`src/adc_read_pkg.sv`:
```
// Constants and types for the ADC result read-back port
// What this block does
// - Results load from new conversion at busy fall
// - Reads after busy fall return fresh results
// - Reads during busy return the previous results
// - Two straps pick word, byte or serial mode
// - Word mode drives bus from chip-select fall
// - First fall gives channel 1, then next
// - First-channel flag high only for channel 1
// - Chip-select held low, read strobe alone steps
// - Chip-select fall enables bus, reads step channels
// - Byte mode sends each result as two bytes
// - Byte order input picks upper or lower first
// - Byte mode drives low bus half only
// - Byte flag spans two reads, drops at third
// - Bus and flag float when chip-select goes high
// - Busy rises at conversion start until done
package adc_read_pkg;
  localparam int N_CH        = 8;
  localparam int WORD_W      = 16;
  localparam int BYTE_W      = 8;
  localparam int FIFO_DEPTH  = 8;
  localparam int PTR_W       = 4;
  localparam int CH_W        = 3;
  localparam logic [PTR_W-1:0] PTR_RESET = 4'h0;
  localparam logic [PTR_W-1:0] ALL_IN    = 4'h8;
  localparam logic [15:0] OE_WORD  = 16'hffff;
  localparam logic [15:0] OE_BYTE  = 16'h00ff;
  localparam logic [15:0] OE_NONE  = 16'h0000;
  localparam logic [15:0] DB_RESET = 16'h0000;
  localparam logic [PTR_W-1:0] WORD_FIRST_END = 4'h1;
  localparam logic [PTR_W-1:0] BYTE_FIRST_END = 4'h2;

  typedef enum logic [1:0] {
    MODE_WORD,
    MODE_BYTE,
    MODE_SERIAL
  } mode_t;
endpackage

```
`src/adc_read_port.sv`:
```
// Result FIFO and parallel read-back port of the ADC
`timescale 1ns/1ps

// ============================================================
// Sample FIFO
module sample_fifo #(
  parameter int WIDTH = 16,
  parameter int DEPTH = 8
) (
  input  wire logic             clk_sys,
  input  wire logic             reset,
  input  wire logic             in_valid,
  input  wire logic [WIDTH-1:0] in_data,
  output logic                  in_ready,
  output logic                  out_valid,
  output logic      [WIDTH-1:0] out_data,
  input  wire logic             out_ready
);
  localparam int AW = $clog2(DEPTH);

  typedef struct packed {
    logic [DEPTH-1:0][WIDTH-1:0] mem;
    logic [AW-1:0]               wp;
    logic [AW-1:0]               rp;
    logic [AW:0]                 cnt;
    logic                        room;
  } fifo_state_t;

  fifo_state_t q;
  fifo_state_t d;
  logic        push;
  logic        pop;

  assign in_ready  = q.room;
  assign out_valid = (q.cnt != '0);
  assign out_data  = q.mem[q.rp];

  always_comb begin
    d    = q;
    push = in_valid && q.room;
    pop  = out_ready && (q.cnt != '0);
    if (push) begin
      d.mem[q.wp] = in_data;
      d.wp        = (q.wp == AW'(DEPTH - 1)) ? '0 : q.wp + 1'b1;
    end
    if (pop) begin
      d.rp = (q.rp == AW'(DEPTH - 1)) ? '0 : q.rp + 1'b1;
    end
    d.cnt  = q.cnt + {{AW{1'b0}}, push} - {{AW{1'b0}}, pop};
    d.room = (d.cnt != (AW+1)'(DEPTH));
  end

  always_ff @(posedge clk_sys) begin
    if (reset) begin
      q      <= '0;
      q.room <= 1'b1;
    end else begin
      q <= d;
    end
  end
endmodule

// ============================================================
// Read-back port
module adc_read_port
  import adc_read_pkg::*;
(
  input  wire logic        clk_sys,
  input  wire logic        reset,
  input  wire logic        interface_select,
  input  wire logic        byte_serial_select,
  input  wire logic        byte_order_select,
  input  wire logic        cs_n,
  input  wire logic        rd_n,
  input  wire logic        conv_start,
  input  wire logic        sample_valid,
  input  wire logic [15:0] sample_data,
  output logic             sample_ready,
  output logic             busy,
  output logic      [15:0] db_out,
  output logic      [15:0] db_oe,
  output logic             first_channel_flag_out,
  output logic             first_channel_flag_oe
);
  typedef struct packed {
    logic [1:0]                       is_s;
    logic [1:0]                       bs_s;
    logic [1:0]                       bo_s;
    logic [2:0]                       cs_s;
    logic [2:0]                       rd_s;
    logic                             busy;
    logic [PTR_W-1:0]                 widx;
    logic [PTR_W-1:0]                 ptr;
    logic [N_CH-1:0][WORD_W-1:0]      res;
    logic [N_CH-1:0][WORD_W-1:0]      shd;
    logic [15:0]                      db;
    logic [15:0]                      oe;
    logic                             frst;
  } port_state_t;

  port_state_t      q;
  port_state_t      d;
  mode_t            mode;
  logic             cs_low;
  logic             rd_fall;
  logic             step;
  logic             f_valid;
  logic [15:0]      f_data;
  logic             f_ready;
  logic [CH_W-1:0]  ch;
  logic [WORD_W-1:0] word;

  // Samples queue here so the core can run ahead of the result bank
  sample_fifo #(
    .WIDTH (WORD_W),
    .DEPTH (FIFO_DEPTH)
  ) u_fifo (
    .clk_sys   (clk_sys),
    .reset     (reset),
    .in_valid  (sample_valid),
    .in_data   (sample_data),
    .in_ready  (sample_ready),
    .out_valid (f_valid),
    .out_data  (f_data),
    .out_ready (f_ready)
  );

  // ============================================================
  // Mode and strobe decode
  always_comb begin
    if (!q.is_s[1]) begin
      mode = MODE_WORD;
    end else if (q.bs_s[1]) begin
      mode = MODE_BYTE;
    end else begin
      mode = MODE_SERIAL;
    end
  end

  assign cs_low  = !q.cs_s[1];
  // Joined strobes fall together, so one edge serves both cases
  assign rd_fall = q.rd_s[2] && !q.rd_s[1] && cs_low;
  assign step    = rd_fall && (mode != MODE_SERIAL);
  // Drain runs only while busy and stalls at eight words, so the FIFO fills while idle
  assign f_ready = q.busy && (q.widx != ALL_IN);

  // ============================================================
  // Next state
  always_comb begin
    d      = q;
    d.is_s = {q.is_s[0], interface_select};
    d.bs_s = {q.bs_s[0], byte_serial_select};
    d.bo_s = {q.bo_s[0], byte_order_select};
    d.cs_s = {q.cs_s[1:0], cs_n};
    d.rd_s = {q.rd_s[1:0], rd_n};
    ch     = (mode == MODE_BYTE) ? q.ptr[3:1] : q.ptr[2:0];
    word   = q.res[ch];

    if (conv_start && !q.busy) begin
      d.busy = 1'b1;
      d.widx = PTR_RESET;
    end
    if (f_valid && f_ready) begin
      d.shd[q.widx[CH_W-1:0]] = f_data;
      d.widx                  = q.widx + 1'b1;
    end
    // Bank swap wins; a read edge in the same cycle is lost
    if (q.busy && q.widx == ALL_IN) begin
      d.busy = 1'b0;
      d.res  = q.shd;
      d.ptr  = PTR_RESET;
      d.frst = 1'b0;
    end else if (step) begin
      // Channels ascend; past the last they wrap back to channel 1
      d.ptr = q.ptr + 1'b1;
      if (mode == MODE_WORD) begin
        d.db   = word;
        d.frst = (q.ptr < WORD_FIRST_END);
      end else begin
        d.db[15:8] = '0;
        if (q.ptr[0] ^ q.bo_s[1]) begin
          d.db[7:0] = word[15:8];
        end else begin
          d.db[7:0] = word[7:0];
        end
        d.frst = (q.ptr < BYTE_FIRST_END);
      end
    end

    if (!cs_low || mode == MODE_SERIAL) begin
      d.oe = OE_NONE;
    end else if (mode == MODE_WORD) begin
      d.oe = OE_WORD;
    end else begin
      d.oe = OE_BYTE;
    end
  end

  always_ff @(posedge clk_sys) begin
    if (reset) begin
      q      <= '0;
      q.cs_s <= 3'h7;
      q.rd_s <= 3'h7;
      q.ptr  <= PTR_RESET;
      q.db   <= DB_RESET;
      q.oe   <= OE_NONE;
    end else begin
      q <= d;
    end
  end

  assign busy                   = q.busy;
  assign db_out                 = q.db;
  assign db_oe                  = q.oe;
  assign first_channel_flag_out = q.frst;
  assign first_channel_flag_oe  = q.oe[0];
endmodule

```
`config.mk`:
```
export PLATFORM = sky130hd
export DESIGN_NAME = adc_read_port
export DESIGN_NICKNAME = d
export VERILOG_FILES = /design/src/adc_read_pkg.sv /design/src/adc_read_port.sv
export SDC_FILE = /design/constraint.sdc
export NUM_CORES = 1
export LEC_CHECK = 0
export ABC_AREA = 1
export BUFFER_PORTS_ARGS = -buffer_cell sky130_fd_sc_hd__buf_2
export CORE_MARGIN = 8
export CORE_UTILIZATION = 54
export DETAILED_ROUTE_END_ITERATION = 7
export HOLD_SLACK_MARGIN = 0.12
export PLACE_DENSITY = 0.83
export SETUP_SLACK_MARGIN = 0.02
export SYNTH_ARGS = -nofsm -noshare
export SYNTH_HDL_FRONTEND = slang
export SYNTH_HIERARCHICAL = 1
export SYNTH_SLANG_ARGS = --single-unit
```
`constraint.sdc`:
```
create_clock -name clk_sys -period 3.54 [get_ports clk_sys]
set_input_delay 0.708 -clock clk_sys [delete_from_list [all_inputs] [get_ports clk_sys]]
set_output_delay 0.708 -clock clk_sys [all_outputs]
set_load 0.01 [all_outputs]
```
After elaboration in Yosys (flattened, before gate mapping)
Cells that the tools add are included.

Bits in writable memories: 0. Input bits: 25. Latch bits: 0. Memories: 0. Bits in read-only memories: 0. Logic and storage cells: 104. Output and inout bits: 36. Bits in registers: 448.

Div/mod/pow operators: 0. Reduce and logical (&&, ||, !) cells: 20. Muxes and demuxes: 21. Add/sub/neg operators: 6. Shifts and indexed selects: 0. $mul: 0. Eq/ne operators: 8. Bitwise operators: 2. Order comparisons: 8.

Operators by type and width (count): bitwise mux 128 bit (2); binary-select mux 16 bit (select 3 bit) (2); demux 16 bit (select 3 bit) (2); two-way mux 16 bit (6); less-than comparator 3 x 4 -> 1 bit, second input constant (4); logical AND 1 bit (10); two-way mux 3 bit (3); adder 4 x 1 -> 4 bit, second input constant (2); two-way mux 4 bit (2); two-way mux 8 bit (1); inequality test 4 bit, second input constant (2); adder 3 x 1 -> 3 bit, second input constant (2); == test 3 bit, second input constant (2); greater-or-equal comparator 3 x 1 -> 1 bit, second input constant (2); adder 4 x 1 -> 4 bit (1); == test 4 bit, second input constant (1); less-than comparator 4 x 1 -> 1 bit, second input constant (1); less-than comparator 4 x 2 -> 1 bit, second input constant (1); two-way mux 2 bit (2); nonzero test 4 bit (1); OR reduction 2 bit (2); subtractor 4 x 1 -> 4 bit (1); zero test 1 bit (3); == test 2 x 1 -> 1 bit, second input constant (1); other kinds (9) (9).

Logic depth before layout (Yosys ltp)
Gate-level depths: netlist of run 1.

Depth in word-level cells: 8. Depth in mapped cells: 12. Mapped depth without buffers: 12.

Cells and area by module
Netlist of run 1, hierarchy kept.

Modules (own cells, without submodules): adc_read_port (instances 1, cells an instance 1631, area each 11990.2 sq um); sample_fifo (instances 1, cells an instance 1210, area each 7308.3 sq um).

Worst setup path before layout of run 1
Ideal clock, no wire load.

Path type: flip-flop to flip-flop. Start: register q[293] (netlist name). End: register u_fifo.q (netlist bit u_fifo/in_ready). Required time: 3407 ps. Arrival: 2585 ps. Period minus slack after synthesis: 2718 ps. Cell stages (with the launch flop): 13. Slack: 822 ps. Library setup time: 133 ps. Cells stage by stage: dfxtp_1 > inv_1 > ha_1 > a31oi_4 > a21boi_0 > ha_1 > inv_1 > ha_1 > inv_1 > fa_1 > nand2_1 > nor2_1 > nand3_1.

RTL lines: end: declaration (line adc_read_port.sv:29) `fifo_state_t q;`.

==> reports/results.tsv, run 1 <==
stage	metric	value	unit
logic_synthesis	syn_nets	2880	
die	core_area	35400	um^2
global_route	grtUsageTotal	24.9	%
finish	finish.net_count	2796	
critical_path	worstSetupEndpointType	flop	
global_route	antenna_found_initial	2	
cts	hold_buffers	0	
pwr	power.density	609	nW/um^2
finish	multi_input_area	8640	um^2
cts	cts_sinks	434	
route	wl_per_cell	16.4	um
cts	cts_buffer_depth	3	
timing	tightestPinTransition	811	ps
route	vias	18200	
critical_path	crit_chain	inv_1, ha_1, a31oi_4, a21boi_0, ha_1, inv_1, ha_1, inv_1, fa_1, nand2_1, nor2_1, nand3_1	
die	fp.dieH	205	um
hold_path	hp-start	rd_n	
timing	hold_ws	316	ps
flow_run	drv_cap	0	
cts	cts.clk_slew.worst_paths	60	ps
timing	max-slew-margin-rel	45.9	%
timing	fmaxAchievable	327	MHz
finish	area_delta_synth_final	8.40	%
cts	clkLatencyLatePin	580	ps
die	ioPinCount	61	
critical_path	cp_top_family	adder cells	
critical_path	critPathSlowestCell	fa_1	
critical_path	path_class	reg -> reg	
timing	slew_viol_final	0	
placed_design	gp_congestion	0.865	
logic_synthesis	ys_warn_count	6	
pwr	power	12.7	mW
critical_path	r2r-end	u_fifo/in_ready$_SDFF_PP1_	
finish	fin_util	59.1	%
critical_path	rrSetupSlack	480	ps
route	vias_per_cell	5.59	
logic_synthesis	syn_avg_cell_area	6.79	um^2
logic_synthesis	ys_ff_latch	434	
critical_path	r2r-start	q[293]$_SDFFE_PP0P_	
logic_synthesis	synthesis.area	19300	um^2
timing	skew	44.2	ps
cts	cts_tree	yes	
status	outcome	complete, no violations	
cts	cts_buffers	45	
pwr	peakVddDrop	0.515	mV
global_route	gr-total-overflow	0	
route	first_pass_iters	6	
hold_path	hold_path_depth	2	
logic_synthesis	post_synth_num_cell_types	37	
die	initial_core_util	54.5	%
placed_design	portBuffers	60	
die	row_count	69	
cts	ctsResizeCount	0	
critical_path	crit_arrival	3490	ps
critical_path	critPathMaxFanout	5	
hold_path	hold_path_end	d[299]$_SDFF_PP1_	
die	die_area	42000	um^2
route	drt-initial-drc-count	2139	
finish	fill_cells	3105	
route	drtAntennaViolNets	0	
global_route	grt_max_degree	126	
critical_path	reg2regPathDepth	12	
critical_path	critPathRequiredTime	3970	ps
pwr	p_leak	9.46	nW
finish	drive_gt1_share	7.96	%
timing	finalSetupViolations	0	
critical_path	path_buf_inv	3	
cts	post-cts-setup-buffers	0	
global_route	grt_pass1_wl	86.7	mm
route	wirelength	53.4	mm
critical_path	worst_setup_path_start_kind	flop	
logic_synthesis	seq_area_frac_synth	45.0	%
finish	seq_area	8690	um^2
timing	finalCritPeriodShare	86.3	%
critical_path	slowest_delay	510	ps
timing	hold_viol	0	
cts	cts_root_buf	clkbuf_16	
logic_synthesis	synthCells	2841	
global_route	grt_pass1_vias	17100	
route	drc_errors	0	
cts	htree_levels	2	
timing	tns	0	ps
timing	period_minus_slack	3060	ps
die	die_w	205	um
critical_path	cp.depth	12	
hold_path	holdCritPathClass	in -> reg	
placed_design	dpl.hpwl	31.8	mm
timing	rsz0062_at_grt	false	
[stage by stage]
| stage | instance area, um^2 | setup WS [ps] | cells |
|---|---|---|---|
| 2_1_floorplan | 19300 | 822 | 2841 |
| 6_report | 20900 | 483 | 3251 |
| 3_5_place_dp | 19400 | 531 | 3171 |
| 5_1_grt | 20900 | 239 | 3250 |
| 4_1_cts | 20900 | 508 | 3250 |
| 3_3_place_gp | 19400 | 614 | 3171 |
[state kept, by name (all words and copies together), names as in the netlist]
name / flops
d: 7
u_fifo/in_ready: 1
db_oe: 2
first_channel_flag_out: 1
q: 268
busy: 1
u_fifo/q: 138
db_out: 16
[cells by family after synthesis]
family	Yosys count	synth area share (%)
AOI/OAI and AO/OA	365	9.73
DFF	434	45.0
adders and majority gates	14	0.947
and+or+nand+nor	1568	33.9
xor gates and xnor gates	2	0.0908
buffers and inverters	458	10.3
[Yosys cell counts (all sizes together)]
cell type / n / area (um^2)
inv: 236 / 886
buf: 137 / 780
nand3: 354 / 1790
a211oi: 3 / 22.5
nand2: 518 / 1970
clkinv: 1 / 3.75
fa: 1 / 20.0
xnor2: 1 / 8.76
ha: 13 / 163
xor2: 1 / 8.76
a31oi: 2 / 27.5
nand4: 1 / 6.26
o2111ai: 1 / 8.76
clkbuf: 84 / 318
dfxtp: 434 / 8690
a21boi: 1 / 7.51
and2: 1 / 6.26
or2: 5 / 31.3
a21oi: 93 / 465
nor3: 2 / 10.0
o21ai: 265 / 1350
nor2: 685 / 2720
nand3b: 2 / 15.0
[final cells by class]
cell class                      instances  area share (%)
Antenna cell                            1          0.0120
Multi-Input combinational cell       1949            41.3
Inverter                              237            4.28
Sequential cell                       434            41.5
Clock inverter                         12           0.796
Tap cell                              461            2.76
Clock buffer                           67            6.56
Timing Repair Buffer                   90            2.75
[cells in the final DEF (no fill, tap or decap), types with 8 or more instances in the layout]
| cell type | count |
|---|---|
| buf_2 | 60 |
| nand2_1 | 512 |
| nor2_1 | 662 |
| inv_1 | 217 |
| clkbuf_8 | 12 |
| nor2_4 | 21 |
| buf_4 | 26 |
| clkbuf_1 | 8 |
| nand3_1 | 351 |
| ha_1 | 13 |
| a21oi_1 | 93 |
| clkbuf_16 | 47 |
| inv_2 | 16 |
| o21ai_0 | 256 |
| dfxtp_1 | 433 |
[per-layer routing]
metal  wire [um]  vias up  part of all wire (%)  track usage (%)
li1            -     8717                     -                -
met1       21400     8402                    40             31.6
met2       24600      881                    46             40.4
met3        4950      178                   9.3             4.92
met4        2330        2                   4.4             11.9
met5          13        -                 0.024                0
[power by group]
group | switching, mW | internal (mW)
sequential | 0.167 | 5.17
combinational | 1.88 | 0.636
clock | 1.98 | 2.90
total | 4.02 | 8.71
[worst max-delay path by stage]
stage                              startpoint                    endpoint  slack (ps)
final                     q[293]$_SDFFE_PP0P_  u_fifo/in_ready$_SDFF_PP1_         480
after global routing      q[293]$_SDFFE_PP0P_  u_fifo/in_ready$_SDFF_PP1_         240
after CTS                 q[293]$_SDFFE_PP0P_  u_fifo/in_ready$_SDFF_PP1_         510
after detailed placement  q[293]$_SDFFE_PP0P_  u_fifo/in_ready$_SDFF_PP1_         530
after global placement    q[293]$_SDFFE_PP0P_  u_fifo/in_ready$_SDFF_PP1_         610
after floorplan           q[293]$_SDFFE_PP0P_  u_fifo/in_ready$_SDFF_PP1_         820
(Power assumes the default switching activity.)
==> inputs of run 2 (changes only) <==
Settings changed: ABC_CLOCK_PERIOD_IN_PS set to 3540, BUFFER_PORTS_ARGS -buffer_cell sky130_fd_sc_hd__buf_2 to unset, CORE_UTILIZATION 54 to 50, DONT_BUFFER_PORTS set to 1, PLACE_DENSITY 0.83 to 0.77.
==> reports/results.tsv, run 2 (synthesized netlist as in run 1, its figures left out) <==
stage	metric	value	unit
status	outcome	complete, no violations	
cts	cts.clk_slew.worst_paths	60	ps
placed_design	gp_congestion	0.925	
timing	period_minus_slack	3150	ps
critical_path	path_class	reg -> reg	
cts	cts_buffer_depth	3	
timing	rsz0062_at_grt	false	
critical_path	worstSetupEndpointType	flop	
critical_path	critPathSlowestCell	fa_1	
global_route	grt_pass1_wl	87.0	mm
finish	largest_reg_flops	268	
finish	finish.net_count	2737	
finish	final_common_cell	nor2_1	
global_route	grtUsageTotal	23.7	%
route	vias_per_cell	5.46	
die	die_w	212	um
cts	cts_root_buf	clkbuf_16	
route	drtAntennaViolNets	0	
die	row_count	72	
critical_path	critPathMaxFanout	5	
timing	tns	0	ps
placed_design	portBuffers	0	
route	drc_errors	0	
route	wl_per_cell	16.5	um
die	initial_core_util	50.3	%
timing	finalSetupViolations	0	
critical_path	slowest_delay	500	ps
route	wirelength	53.8	mm
critical_path	crit_arrival	3580	ps
hold_path	holdCritPathClass	in -> reg	
global_route	antenna_found_initial	1	
finish	fill_cells	3649	
global_route	grt_max_degree	102	
critical_path	critPathRequiredTime	3970	ps
flow_run	drv_cap	0	
pwr	p_leak	9.15	nW
placed_design	dp.cells	3168	
cts	ctsResizeCount	0	
timing	max-slew-margin-rel	41.2	%
pwr	power.density	616	nW/um^2
timing	slew_viol_final	0	
cts	cts_buffers	46	
route	vias	17700	
die	core_area	38400	um^2
timing	skew	16.5	ps
finish	top_register	q	
finish	drive_gt1_share	5.90	%
die	fp.dieH	212	um
finish	mostFrequentLayoutCells	662 x nor2_1, 512 x nand2_1, 433 x dfxtp_1	
timing	hold_viol	0	
critical_path	crit_chain	inv_1, ha_1, a31oi_4, a21boi_0, ha_1, inv_1, ha_1, inv_1, fa_1, nand2_1, nor2_1, nand3_1	
global_route	grt_pass1_vias	17000	
placed_design	dpl.hpwl	31.2	mm
cts	hold_buffers	0	
pwr	peakVddDrop	0.858	mV
finish	stdcell_count	3249	
critical_path	worst_setup_path_start_kind	flop	
finish	area_delta_synth_final	6.97	%
die	die_area	45100	um^2
cts	cts_tree	yes	
route	drt-initial-drc-count	1850	
cts	clkLatencyLatePin	580	ps
die	ioPinCount	61	
finish	antenna_cells	0	
cts	post-cts-setup-buffers	0	
cts	cts_sinks	434	
timing	finalCritPeriodShare	88.9	%
cts	htree_levels	2	
global_route	gr-total-overflow	0	
timing	fmaxAchievable	318	MHz
timing	tightestPinTransition	881	ps
route	first_pass_iters	6	
## run 2: worst max-delay path, delay by kind of cell (launching register included)
family | cells | cell delay [ps]
compound gates | 2 | 750
fa+ha+maj | 4 | 1300
buf+inv | 3 | 290
flops | 1 | 430
simple gates | 3 | 240
## run 2: where the power goes
group	switching (mW)	leakage, nW	internal [mW]
logic	1.92	4.90	0.623
clock network	2.00	0.742	2.83
registers	0.169	3.51	5.17
total	4.09	9.15	8.63
## run 2: final cells by class
type,instances,area (um^2),area share [%]
Timing Repair Buffer,30,263,1.27
Multi-Input combinational cell,1949,8640,41.9
Clock buffer,66,1330,6.43
Inverter,237,896,4.34
Clock inverter,15,179,0.867
Tap cell,518,648,3.14
Sequential cell,434,8690,42.1
## run 2: metrics by stage
step	setup slack (ps)	hold WS, ps	power [mW]	cell area [um^2]	util, %
detailed placement	481	400	7.91	19100	49.9
CTS	435	179	12.7	20600	53.8
global route	107	181	13.3	20600	53.8
floorplan	822	388	7.17	19300	-
global placement	572	394	7.82	19100	49.9
finish	393	199	12.7	20600	53.8
## run 2: layer usage
layer / vias up / track usage, % / share of wire [%]
met5: - / 0 / 0.024
met4: 2 / 11.9 / 4.2
met3: 160 / 5.31 / 9.2
met2: 749 / 38.8 / 46
met1: 8225 / 29.1 / 40
li1: 8603 / - / -
## run 2: worst paths after layout
path                                          start                          to  slack, ps  cells after the start
worst max-delay path            q[293]$_SDFFE_PP0P_  u_fifo/in_ready$_SDFF_PP1_        390                     12
worst min-delay path                          reset           d[307]$_SDFF_PP0_        200                      1
worst max register to register  q[293]$_SDFFE_PP0P_  u_fifo/in_ready$_SDFF_PP1_        390                     12
worst min register to register    d[309]$_SDFF_PP0_           q[309]$_SDFF_PP0_        410                      2
